**src/hdl/clock_buffer_pkg.sv**
```systemverilog
// Constants, field layouts and types of the clock buffer SMBus register bank
// Summary of operation
// - Answer write address D0 plus twice the strap code, D0 through DE.
// - Strap bit 2 high gives zero-delay PLL mode, low gives PLL bypass fanout.
// - Block write: address, index and count each acknowledged by the device.
// - Count data bytes stored at consecutive indices, each acknowledged, stop ends.
// - Block read: address, index, repeated start, read address acknowledged.
// - Read returns byte count first, then registers from index onward.
// - Readback count register is sent as the first read byte; resets with bits 3 and 0 set.
// - Register 0 bits 7 and 6 pick gear or 1:1 per group, reset 1.
// - Register 0 bits 4:0 gear code; bit 4 latched from frequency pin.
// - One enable bit per output pair in registers 1 and 2, reset 1.
// - Register 2 bit 6 bandwidth; a 0 from bit or pin selects high.
// - Register 2 bit 5 PLL select; a 0 from bit or strap forces bypass.
// - Registers 3 and 4 read back present pin levels; 4 bits 4:3 zero.
// - Register 5 holds revision and vendor identity, writes have no effect.
// - Register 8 bits 2:0 one-to-one code, bit 0 latched, upper bits zero.
// - Register 10 bit 7 enables direct divider programming, reset 0.
// - Gear M divider in register 11 bits 5:0, N divider in register 12.
// - Active-low enable pin at 1 floats its pair, at 0 lets it drive.
package clock_buffer_pkg;
	localparam int REG_COUNT = 13;
	localparam logic [7:0] IDX_GEAR = 8'h00;
	localparam logic [7:0] IDX_OE_LOW = 8'h01;
	localparam logic [7:0] IDX_OE_BW = 8'h02;
	localparam logic [7:0] IDX_PIN_LOW = 8'h03;
	localparam logic [7:0] IDX_PIN_HIGH = 8'h04;
	localparam logic [7:0] IDX_IDENT = 8'h05;
	localparam logic [7:0] IDX_DEVICE = 8'h06;
	localparam logic [7:0] IDX_COUNT = 8'h07;
	localparam logic [7:0] IDX_FREQ = 8'h08;
	localparam logic [7:0] IDX_MN_EN = 8'h0a;
	localparam logic [7:0] IDX_GEAR_M = 8'h0b;
	localparam logic [7:0] IDX_GEAR_N = 8'h0c;
	localparam logic [7:0] IDX_LAST = 8'h0c;
	// Seven-bit form of write address d0
	localparam logic [6:0] ADDR_BASE = 7'h68;
	localparam int GEAR10_BIT = 7;
	localparam int GEAR2_BIT = 6;
	localparam int GEAR_LATCH_BIT = 4;
	localparam int BW_BIT = 6;
	localparam int PLL_BIT = 5;
	localparam int FREQ_LATCH_BIT = 0;
	localparam int MN_EN_BIT = 7;
	localparam logic [7:0] COUNT_RESET = 8'h09;
	// Index 12 down to 0
	localparam logic [12:0][7:0] REG_RESET = {8'h00, 8'h00, 8'h00, 8'h00, 8'h02,
		COUNT_RESET, 8'h00, 8'h00, 8'h00, 8'h00, 8'hff, 8'hff, 8'heb};
	localparam logic [12:0][7:0] REG_WMASK = {8'hff, 8'h3f, 8'h80, 8'h00, 8'h07,
		8'hff, 8'hff, 8'h00, 8'h00, 8'h00, 8'h6f, 8'hff, 8'hff};
	localparam logic [12:0][7:0] REG_ONES = {8'h00, 8'h00, 8'h00, 8'h00, 8'h00,
		8'h00, 8'h00, 8'h00, 8'h00, 8'h00, 8'h90, 8'h00, 8'h00};

	typedef struct packed {
		logic frequency_select_pin;
		logic bandwidth_select_pin;
		logic [2:0] slave_address_strap;
		logic upper_pair_enable_pin_n;
		logic [9:0] output_enable_pin_n;
	} pin_in_t;

	typedef struct packed {
		logic zero_delay_mode;
		logic high_bandwidth;
		logic group10_one_to_one;
		logic group2_one_to_one;
		logic [4:0] gear_ratio_code;
		logic [2:0] one_to_one_frequency_code;
		logic divider_program_enable;
		logic [5:0] gear_m_divider;
		logic [7:0] gear_n_divider;
	} pll_control_t;

	typedef enum logic [2:0] {
		ST_IDLE, ST_ADDR, ST_CMD, ST_COUNT, ST_WDATA, ST_TX, ST_IGNORE
	} bus_state_t;
endpackage

```
**src/hdl/clock_buffer_smbus_regs.sv**
```systemverilog
// SMBus slave and control register bank of the differential clock buffer
`timescale 1ns/100ps
`default_nettype none
module clock_buffer_smbus_regs #(
	// Arbitrary identity values
	parameter logic [3:0] REVISION_ID = 4'h2,
	parameter logic [3:0] VENDOR_ID = 4'h6,
	parameter logic [7:0] DEVICE_ID = 8'h5a
) (
	// Clock and reset
	input wire logic clk,
	input wire logic srst,
	// SMBus pins
	input wire logic smb_clk,
	input wire logic smb_data_in,
	output logic smb_data_out,
	output logic smb_data_oe_n,
	// Strap, select and enable pins
	input wire clock_buffer_pkg::pin_in_t pins,
	// Control toward PLLs and output drivers
	output clock_buffer_pkg::pll_control_t pll_control,
	output logic [11:0] clock_output_pair_enable
);

	////////////////////////////////////////////////////////////////////////////
	// Synchronisers and bus events
	logic scl_s1_reg, scl_s2_reg, scl_d_reg;
	logic sda_s1_reg, sda_s2_reg, sda_d_reg;
	clock_buffer_pkg::pin_in_t pins_s1_reg, pins_s2_reg;

	always_ff @(posedge clk) begin
		scl_s1_reg <= smb_clk;
		scl_s2_reg <= scl_s1_reg;
		scl_d_reg <= scl_s2_reg;
		sda_s1_reg <= smb_data_in;
		sda_s2_reg <= sda_s1_reg;
		sda_d_reg <= sda_s2_reg;
		pins_s1_reg <= pins;
		pins_s2_reg <= pins_s1_reg;
	end

	logic scl_rise, scl_fall, bus_start, bus_stop;
	assign scl_rise = scl_s2_reg & ~scl_d_reg;
	assign scl_fall = ~scl_s2_reg & scl_d_reg;
	assign bus_start = scl_s2_reg & scl_d_reg & sda_d_reg & ~sda_s2_reg;
	assign bus_stop = scl_s2_reg & scl_d_reg & ~sda_d_reg & sda_s2_reg;

	////////////////////////////////////////////////////////////////////////////
	// Register storage and read mux
	logic [7:0] regs_reg [clock_buffer_pkg::REG_COUNT];
	logic [7:0] regs_next [clock_buffer_pkg::REG_COUNT];
	logic latch_pending_reg;
	logic wr_en;
	logic [3:0] wr_idx;
	logic [7:0] wr_data;

	function automatic logic [7:0] read_byte(input logic [7:0] idx);
		logic [3:0] i;
		i = idx[3:0];
		case (idx)
			clock_buffer_pkg::IDX_PIN_LOW: read_byte = pins_s2_reg.output_enable_pin_n[7:0];
			clock_buffer_pkg::IDX_PIN_HIGH: read_byte = {pins_s2_reg.frequency_select_pin,
				pins_s2_reg.bandwidth_select_pin, pins_s2_reg.slave_address_strap[2], 2'b00,
				pins_s2_reg.upper_pair_enable_pin_n, pins_s2_reg.output_enable_pin_n[9:8]};
			clock_buffer_pkg::IDX_IDENT: read_byte = {REVISION_ID, VENDOR_ID};
			default: begin
				if (idx <= clock_buffer_pkg::IDX_LAST) begin
					read_byte = (regs_reg[i] & clock_buffer_pkg::REG_WMASK[i])
						| clock_buffer_pkg::REG_ONES[i];
				end else begin
					read_byte = 8'h00;
				end
			end
		endcase
	endfunction

	always_comb begin
		regs_next = regs_reg;
		if (latch_pending_reg) begin
			regs_next[clock_buffer_pkg::IDX_GEAR[3:0]][clock_buffer_pkg::GEAR_LATCH_BIT] =
				pins_s2_reg.frequency_select_pin;
			regs_next[clock_buffer_pkg::IDX_FREQ[3:0]][clock_buffer_pkg::FREQ_LATCH_BIT] =
				pins_s2_reg.frequency_select_pin;
		end
		// Read-only and reserved bits keep their stored value
		if (wr_en) begin
			regs_next[wr_idx] = (wr_data & clock_buffer_pkg::REG_WMASK[wr_idx])
				| (regs_reg[wr_idx] & ~clock_buffer_pkg::REG_WMASK[wr_idx]);
		end
	end

	always_ff @(posedge clk) begin
		if (srst) begin
			for (int k = 0; k < clock_buffer_pkg::REG_COUNT; k++) begin
				regs_reg[k] <= clock_buffer_pkg::REG_RESET[k];
			end
			regs_reg[clock_buffer_pkg::IDX_DEVICE[3:0]] <= DEVICE_ID;
			latch_pending_reg <= 1'b1;
		end else begin
			regs_reg <= regs_next;
			latch_pending_reg <= 1'b0;
		end
	end

	////////////////////////////////////////////////////////////////////////////
	// SMBus slave state machine
	clock_buffer_pkg::bus_state_t state_reg, state_next;
	logic [3:0] bitcnt_reg, bitcnt_next;
	logic [7:0] shift_reg, shift_next;
	logic [7:0] tx_reg, tx_next;
	logic [7:0] ptr_reg, ptr_next;
	logic [7:0] remain_reg, remain_next;
	logic ack_reg, ack_next;
	logic sda_oe_n_reg, sda_oe_n_next;
	logic [6:0] own_addr;
	logic byte_done;

	assign own_addr = clock_buffer_pkg::ADDR_BASE
		+ 7'(pins_s2_reg.slave_address_strap);
	assign byte_done = scl_fall && !ack_reg && bitcnt_reg == 4'h8;

	always_comb begin
		state_next = state_reg;
		bitcnt_next = bitcnt_reg;
		shift_next = shift_reg;
		tx_next = tx_reg;
		ptr_next = ptr_reg;
		remain_next = remain_reg;
		ack_next = ack_reg;
		sda_oe_n_next = sda_oe_n_reg;
		wr_en = 1'b0;
		wr_idx = ptr_reg[3:0];
		wr_data = shift_reg;
		if (bus_stop) begin
			state_next = clock_buffer_pkg::ST_IDLE;
			ack_next = 1'b0;
			sda_oe_n_next = 1'b1;
		end else if (bus_start) begin
			state_next = clock_buffer_pkg::ST_ADDR;
			bitcnt_next = 4'h0;
			ack_next = 1'b0;
			sda_oe_n_next = 1'b1;
		end else if (ack_reg) begin
			// End of device ack slot; a read starts driving bit 7 here
			if (scl_fall) begin
				ack_next = 1'b0;
				bitcnt_next = 4'h0;
				sda_oe_n_next = (state_reg == clock_buffer_pkg::ST_TX) ? tx_reg[7] : 1'b1;
			end
		end else if (state_reg == clock_buffer_pkg::ST_TX) begin
			if (scl_rise) begin
				if (bitcnt_reg == 4'h8) begin
					if (sda_s2_reg) begin
						state_next = clock_buffer_pkg::ST_IGNORE;
					end else begin
						tx_next = read_byte(ptr_reg);
						ptr_next = ptr_reg + 8'h01;
						bitcnt_next = 4'h0;
					end
				end else begin
					bitcnt_next = bitcnt_reg + 4'h1;
				end
			end else if (scl_fall) begin
				sda_oe_n_next = (bitcnt_reg == 4'h8) | tx_reg[3'd7 - bitcnt_reg[2:0]];
			end
		end else if (state_reg != clock_buffer_pkg::ST_IDLE
			&& state_reg != clock_buffer_pkg::ST_IGNORE) begin
			if (scl_rise && bitcnt_reg != 4'h8) begin
				shift_next = {shift_reg[6:0], sda_s2_reg};
				bitcnt_next = bitcnt_reg + 4'h1;
			end else if (byte_done) begin
				ack_next = 1'b1;
				sda_oe_n_next = 1'b0;
				case (state_reg)
					clock_buffer_pkg::ST_ADDR: begin
						if (shift_reg[7:1] != own_addr) begin
							ack_next = 1'b0;
							sda_oe_n_next = 1'b1;
							state_next = clock_buffer_pkg::ST_IGNORE;
						end else if (shift_reg[0]) begin
							state_next = clock_buffer_pkg::ST_TX;
							tx_next = read_byte(clock_buffer_pkg::IDX_COUNT);
						end else begin
							state_next = clock_buffer_pkg::ST_CMD;
						end
					end
					clock_buffer_pkg::ST_CMD: begin
						ptr_next = shift_reg;
						state_next = clock_buffer_pkg::ST_COUNT;
					end
					clock_buffer_pkg::ST_COUNT: begin
						remain_next = shift_reg;
						state_next = clock_buffer_pkg::ST_WDATA;
					end
					clock_buffer_pkg::ST_WDATA: begin
						// Bytes past the count are acked and dropped
						if (remain_reg != 8'h00) begin
							wr_en = ptr_reg <= clock_buffer_pkg::IDX_LAST;
							remain_next = remain_reg - 8'h01;
							ptr_next = ptr_reg + 8'h01;
						end
					end
					default: begin
						state_next = clock_buffer_pkg::ST_IGNORE;
					end
				endcase
			end
		end
	end

	always_ff @(posedge clk) begin
		if (srst) begin
			state_reg <= clock_buffer_pkg::ST_IDLE;
			bitcnt_reg <= 4'h0;
			shift_reg <= 8'h00;
			tx_reg <= 8'h00;
			ptr_reg <= 8'h00;
			remain_reg <= 8'h00;
			ack_reg <= 1'b0;
			sda_oe_n_reg <= 1'b1;
		end else begin
			state_reg <= state_next;
			bitcnt_reg <= bitcnt_next;
			shift_reg <= shift_next;
			tx_reg <= tx_next;
			ptr_reg <= ptr_next;
			remain_reg <= remain_next;
			ack_reg <= ack_next;
			sda_oe_n_reg <= sda_oe_n_next;
		end
	end

	////////////////////////////////////////////////////////////////////////////
	// Control outputs
	clock_buffer_pkg::pll_control_t ctrl_reg, ctrl_next;
	logic [11:0] drive_reg, drive_next;
	logic [11:0] enable_bits;
	logic sda_out_reg;

	assign enable_bits = {regs_reg[clock_buffer_pkg::IDX_OE_BW[3:0]][3:0],
		regs_reg[clock_buffer_pkg::IDX_OE_LOW[3:0]]};

	for (genvar g = 0; g < 12; g++) begin : g_pair
		if (g < 10) begin : g_single
			assign drive_next[g] = enable_bits[g]
				& ~pins_s2_reg.output_enable_pin_n[g];
		end else begin : g_upper
			assign drive_next[g] = enable_bits[g]
				& ~pins_s2_reg.upper_pair_enable_pin_n;
		end
	end

	always_comb begin
		ctrl_next.zero_delay_mode = pins_s2_reg.slave_address_strap[2]
			& regs_reg[clock_buffer_pkg::IDX_OE_BW[3:0]][clock_buffer_pkg::PLL_BIT];
		ctrl_next.high_bandwidth = ~(pins_s2_reg.bandwidth_select_pin
			& regs_reg[clock_buffer_pkg::IDX_OE_BW[3:0]][clock_buffer_pkg::BW_BIT]);
		ctrl_next.group10_one_to_one =
			regs_reg[clock_buffer_pkg::IDX_GEAR[3:0]][clock_buffer_pkg::GEAR10_BIT];
		ctrl_next.group2_one_to_one =
			regs_reg[clock_buffer_pkg::IDX_GEAR[3:0]][clock_buffer_pkg::GEAR2_BIT];
		ctrl_next.gear_ratio_code = regs_reg[clock_buffer_pkg::IDX_GEAR[3:0]][4:0];
		ctrl_next.one_to_one_frequency_code =
			regs_reg[clock_buffer_pkg::IDX_FREQ[3:0]][2:0];
		ctrl_next.divider_program_enable =
			regs_reg[clock_buffer_pkg::IDX_MN_EN[3:0]][clock_buffer_pkg::MN_EN_BIT];
		ctrl_next.gear_m_divider = regs_reg[clock_buffer_pkg::IDX_GEAR_M[3:0]][5:0];
		ctrl_next.gear_n_divider = regs_reg[clock_buffer_pkg::IDX_GEAR_N[3:0]];
	end

	always_ff @(posedge clk) begin
		if (srst) begin
			ctrl_reg <= '0;
			drive_reg <= 12'h000;
			sda_out_reg <= 1'b0;
		end else begin
			ctrl_reg <= ctrl_next;
			drive_reg <= drive_next;
			sda_out_reg <= 1'b0;
		end
	end

	assign pll_control = ctrl_reg;
	assign clock_output_pair_enable = drive_reg;
	assign smb_data_out = sda_out_reg;
	assign smb_data_oe_n = sda_oe_n_reg;
endmodule // clock_buffer_smbus_regs
`default_nettype wire

```
**config.mk**
```make
export PLATFORM = sky130hd
export DESIGN_NAME = clock_buffer_smbus_regs
export DESIGN_NICKNAME = d
export VERILOG_FILES = /design/src/hdl/clock_buffer_pkg.sv /design/src/hdl/clock_buffer_smbus_regs.sv
export SDC_FILE = /design/constraint.sdc
export NUM_CORES = 1
export LEC_CHECK = 0
export ABC_AREA = 1
export BUFFER_PORTS_ARGS = -buffer_cell sky130_fd_sc_hd__buf_2
export CORE_UTILIZATION = 60
export CTS_CLUSTER_SIZE = 14
export DETAILED_ROUTE_END_ITERATION = 12
export PLACE_DENSITY = 0.81
export SYNTH_ARGS = -nofsm -noshare
export SYNTH_HDL_FRONTEND = slang
export SYNTH_SLANG_ARGS = --single-unit
```
**constraint.sdc**
```tcl
create_clock -name clk -period 4.4 [get_ports clk]
set_input_delay 0.66 -clock clk [delete_from_list [all_inputs] [get_ports clk]]
set_output_delay 0.66 -clock clk [all_outputs]
set_load 0.005 [all_outputs]
```
# --- Yosys cells after proc, flatten, opt, wreduce, memory -nomap -nowiden ---
# Memories as Yosys holds them, arrays and structs flattened. A register that Yosys moved wholly into a read port is not among the register bits.
# Index checks and enable logic that the tools add are counted.
classes:
  n_addsub: 5
  multipliers: 0
  div_mod_pow: 0
  n_lt_le_gt_ge: 5
  eq_ne: 34
  shift: 0
  muxes: 90
  n_bitwise: 50
  reduce_logical: 30
op_table:
  columns: ["op", "count"]
  rows:
  - ["$mux 8", 25]
  - ["$bwmux 104", 1]
  - ["$mux 101", 1]
  - ["$mux 4", 13]
  - ["$mux 1", 34]
  - ["$bmux 8 s4", 1]
  - ["$demux 8 s4", 1]
  - ["$pmux 8 s2", 2]
  - ["$ne 3x3->1 const B", 10]
  - ["$mux 3", 9]
  - ["$and 8x8->8", 3]
  - ["$pmux 8 s3", 1]
  - ["$ne 2x2->1 const B", 11]
  - ["$and 1x1->1", 21]
  - ["$not 1->1", 21]
  - ["$reduce_and 6->1", 3]
  - ["$reduce_bool 3->1", 6]
  - ["$eq 8x3->1 const B", 2]
  - ["$or 8x8->8", 2]
  - ["$reduce_and 8->1", 2]
  - ["$pmux 3 s4", 1]
  - ["$reduce_and 12->1", 1]
  - ["$reduce_and 11->1", 1]
  - ["$reduce_bool 2->1", 5]
  - ["29 further kinds", 37]
totals:
  regBits: 223
  latch_bits: 0
  ram_bits: 0
  romBits: 256
  inputBits: 20
  output_inout_bits: 41
  elab_cells: 267
  memories: 2
mem_list:
  columns: ["memory", "depth", "word_bits", "read_ports", "rd_clocked_by_memory_dff", "write_ports", "line", "rtl"]
  rows:
  - ["(no name shown)", 16, 8, 1, 1, 0, "clock_buffer_smbus_regs.sv:69", "| clock_buffer_pkg::REG_ONES[i];"]
  - ["(no name shown)", 16, 8, 1, 1, 0, "clock_buffer_smbus_regs.sv:68", "read_byte = (regs_reg[i] & clock_buffer_pkg::REG_WMASK[i])"]

# --- Logic depth before layout (Yosys ltp) ---
depth:
  word_depth: 12
  ltp_mapped: 15
  ltp_nobuf: 14

# --- Least setup slack after synthesis ---
# Ideal clock, no wire load.
synth_path:
  path_type: "reg2reg"
  start: "reg ptr_reg[0]"
  end: "reg regs_reg[15] in the netlist's numbering"
  t_arrival_ns: 1.883
  required_time_ns: 4.281
  slack_ns: 2.398
  path_stages_with_launch: 13
  n_path_buf: 3
  path_cell_list: "dfxtp_1 -> inv_1 -> buf_2 -> buf_2 -> ha_1 -> o21ai_1 -> nor3_2 -> nand2_4 -> inv_2 -> nand3_1 -> buf_2 -> o21ai_1 -> a21oi_1"
synth_via:
  elab_chain_cells: 10
synth_lines:
  columns: ["element", "line", "rtl"]
  rows:
  - ["from (decl)", "clock_buffer_smbus_regs.sv:111", "logic [7:0] ptr_reg, ptr_next;"]
  - ["from (signal assigned)", "clock_buffer_smbus_regs.sv:226", "ptr_reg <= ptr_next;"]
  - ["$le 8x4->1", "clock_buffer_smbus_regs.sv:198", "wr_en = ptr_reg <= clock_buffer_pkg::IDX_LAST;"]
  - ["$mux 1", "clock_buffer_smbus_regs.sv:197", "if (remain_reg != 8'h00) begin"]
  - ["$mux 1", "clock_buffer_smbus_regs.sv:174", "case (state_reg)"]
  - ["$mux 1", "clock_buffer_smbus_regs.sv:171", "end else if (byte_done) begin"]
  - ["$mux 1", "clock_buffer_smbus_regs.sv:168", "if (scl_rise && bitcnt_reg != 4'h8) begin"]
  - ["$mux 1", "clock_buffer_smbus_regs.sv:166", "end else if (state_reg != clock_buffer_pkg::ST_IDLE"]
  - ["$mux 1", "clock_buffer_smbus_regs.sv:150", "end else if (state_reg == clock_buffer_pkg::ST_TX) begin"]
  - ["$mux 1", "clock_buffer_smbus_regs.sv:143", "end else if (ack_reg) begin"]
  - ["$mux 1", "clock_buffer_smbus_regs.sv:138", "end else if (bus_start) begin"]
  - ["$mux 1", "clock_buffer_smbus_regs.sv:134", "if (bus_stop) begin"]
  - ["to (signal, indexed assignment)", "clock_buffer_smbus_regs.sv:95", "regs_reg[k] <= clock_buffer_pkg::REG_RESET[k];"]
  - ["to (signal assigned)", "clock_buffer_smbus_regs.sv:100", "regs_reg <= regs_next;"]
  - ["to (decl)", "clock_buffer_smbus_regs.sv:50", "logic [7:0] regs_reg [clock_buffer_pkg::REG_COUNT];"]
# Parallel ways exist; a longest one is shown, timed or not. The select of a mux whose other input is x is not followed.
# A chain may end at the register's enable or synchronous reset.

# --- Worst setup path after layout ---
layout_path:
  start: "reg ptr_reg[0]"
  end: "reg regs_reg (netlist bit ctrl_next[11])"
# The elaborated chain is that of the path after synthesis.

==> impl_metrics.toml <==
[synth]
synth-warning-count = 0
synthArstFlopShare_pct = 0
ys_ff_latch = 229
postSynthAreaPerCell_um2 = 7.60
synth_area_um2 = 9780
syn_nets = 1315
ys_types = 45
synth-edff-count = 0
synthFlopType = "dfxtp_1"
synth.top_cell.area_share_pct = 46.9
yosysTopAreaCell = "dfxtp_1"
synthCells = 1287
ys_top_cells_by_area = "dfxtp_1, nand2_1, a21oi_1, o21ai_0, inv_1"
seq_area_frac_synth_pct = 46.9

[clock_network]
clkTransAtPathRegs_ns = 0.06
cts_resized = 0
htree_levels = 1
cts_sinks = 229
cts_buffers = 24
clockRootBuffer = "clkbuf_16"
clock_latency_ns = 0.51
cts_tree = "done"
post_cts_buffers = 0
cts_max_path_buffers = 3
cts_hold_buf = 0

[timing]
setup_viol = 0
layout_min_cycle_time_ns = 3.04
finalHoldViolCount = 0
clock_skew_ns = 0.0137
slew_violations = 0
min_period_over_period_pct = 69.0
slew_headroom_pct = 39.9
rsz0062_at_grt = "no"
worst_pin_slew_ns = 0.902
fmax_mhz = 329
tns_ns = 0

[placement]
dpl.cell_count = 1519
portBuffers = 59
dpl.hpwl_um = 18400
place_congestion = 0.912

[power]
ir_drop_mv = 0.251
pwr-share-comb_pct = 2.3
power_density_nw_per_um2 = 393
seqPwrFrac_pct = 49.2
cellLeakagePower_nw = 4.82
switching_share_pct = 21.1
p_sw_mw = 0.911
internal_power_mw = 3.40
pwr-share-clk_pct = 48.5

[global_route]
grt_usage_pct = 32.4
antenna_found_initial = 1
grt_pass1_vias = 8324
grt_pass1_wl_um = 42600
overflow = 0
grt_max_degree = 77

[run]
cap_violations = 0

[final_layout]
nFillCells = 1420
largest_reg_flops = 67
fin_nets = 1357
syn_to_final_growth_pct = 12.1
stdcell_count = 1563
layout-drive-gt1-share_pct = 13.7

[route]
ant_nets = 0
drt-wirelength-per-cell_um = 17.2
route.detailed.drc = 0
vias = 9110
drt-total-wl_um = 26800
drt_iter0_drc = 1135
via_per_inst = 5.83
drt_first_pass_iters = 6

[floorplanning]
die_h_um = 130
die_area_um2 = 16800
core_um2 = 15900
die_w_um = 130
io_pins = 61
initial_utilization_pct = 61.6
rows = 46

[critical_path]
worstPathRequired_ns = 4.84
end_kind = "flip-flop"
ff2ff_setup_slack_ns = 1.36
crit_start = "ptr_reg[0]$_SDFFE_PP0N_"
endpoint = "ctrl_next[11]$_SDFFE_PP0P_"
worst_setup_path_start_kind = "flip-flop"
crit_arrival_ns = 3.48
reg2reg_to = "ctrl_next[11]$_SDFFE_PP0P_"
reg2reg_from = "ptr_reg[0]$_SDFFE_PP0N_"
setup.worst_path.class = "flip-flop to flip-flop"
path_max_fanout = 32
reg2reg_depth = 11

[status]
outcome = "complete, no violations"

[worst_hold_path]
hp-class = "input pin to flip-flop"
==> routing by layer <==
layer  routed length [µm]  up-vias  global-route usage [%]
met2                12100      486                    51.6
met5                    0        -                       0
li1                     -     4340                       -
met1                11200     4188                    42.3
met3                 2550       96                    6.28
met4                 1070        0                    15.5
==> kinds of logic after synthesis <==
logic type               after synthesis  share of synthesized area [%]
AO/OA/AOI/OAI                        345                           19.1
XOR/XNOR                               8                          0.716
adder cells (fa/ha/maj)                8                           1.02
buffers and inverters                189                           8.07
flip-flops                           229                           46.9
other                                  1                         0.0383
AND/OR/NAND/NOR                      507                           24.2
==> placed cells by master (no fill, tap or decap), types with 5 or more instances in the layout <==
cell,netlist,routed
inv_1,120,119
clkbuf_16,0,25
clkinv_2,2,8
nand4_1,7,7
buf_2,17,58
nand2_2,11,11
nor3_1,18,18
ha_1,8,8
nor2_4,8,8
o22ai_1,10,10
nor2_1,108,108
nand3_2,12,12
a21oi_1,150,150
a211oi_1,6,6
o211ai_1,22,22
nor3_4,5,5
nand3_1,67,67
inv_2,16,17
xor2_1,5,5
nor2_2,7,7
o21ai_0,132,132
o21ai_1,9,9
a221oi_1,6,6
dfxtp_1,229,228
buf_4,9,9
nand2_1,251,251
==> power by group through the flow <==
stage	clock, mW	combinational [mW]	sequential, mW
2_1_floorplan	0	0.0591	2.16
3_3_place_gp	0	0.0963	2.17
6_report	2.09	0.0992	2.12
4_1_cts	2.10	0.0981	2.12
5_1_grt	2.19	0.110	2.12
3_5_place_dp	0	0.0978	2.17
==> critical path, stage by stage, from the launching register on <==
cell and delay, ns:
dfxtp_2 0.71, inv_1 0.42, ha_1 0.40, o21ai_1 0.22
nor3_2 0.09, nand2_4 0.17, inv_2 0.06, nand3_1 0.34
inv_1 0.25, nand2_1 0.13, nand2_1 0.05, a21oi_1 0.11
==> layout make-up <==
type                       count  area, µm²  share of cell area (%)
sequential                   229       4590                    41.8
tap                          216        270                    2.46
antenna                        1       2.50                  0.0228
clock buffer                  31        678                    6.19
timing repair buffer          67        358                    3.26
clock inverter                12        143                    1.30
inverter                     138        520                    4.75
multi-input combinational    869       4410                    40.2
==> cell usage after synthesis, types with 5 or more instances <==
library cell	instances
nor2_2	7
nand2_1	251
dfxtp_1	229
buf_4	9
ha_1	8
a221oi_1	6
a211oi_1	6
nor2_4	8
o21ai_1	9
xor2_1	5
clkbuf_1	19
nand3_1	67
nand3_2	12
nand2_2	11
inv_1	120
o22ai_1	10
nor3_1	18
nand4_1	7
nor2_1	108
o211ai_1	22
inv_2	16
buf_2	17
nor3_4	5
o21ai_0	132
a21oi_1	150
==> how the worst min path moves through the flow <==
stage / end / from / cells after the start
after CTS: pins_s1_reg[12]$_DFF_P_ / pins[12] / 1
after global placement: pins_s2_reg[12]$_DFF_P_ / pins_s1_reg[12]$_DFF_P_ / 0
after global routing: pins_s1_reg[11]$_DFF_P_ / pins[11] / 1
final: scl_s1_reg$_DFF_P_ / smb_clk / 1
after detailed placement: pins_s2_reg[9]$_DFF_P_ / pins_s1_reg[9]$_DFF_P_ / 0
after floorplan: pins_s2_reg[0]$_DFF_P_ / pins_s1_reg[0]$_DFF_P_ / 0
==> metrics by stage <==
stage | total power, mW | instance area [µm²] | hold WS (ns) | utilization [%] | setup slack (ns)
3_3_place_gp | 2.26 | 10100 | 0.310 | 63.8 | 1.44
2_1_floorplan | 2.22 | 9780 | 0.310 | - | 2.40
4_1_cts | 4.32 | 11000 | 0.239 | 69.0 | 1.42
5_1_grt | 4.42 | 11000 | 0.231 | 69.0 | 1.06
6_report | 4.31 | 11000 | 0.248 | 69.0 | 1.36
3_5_place_dp | 2.27 | 10100 | 0.312 | 63.8 | 1.44
No activity file was read; power rests on OpenSTA's default activity.
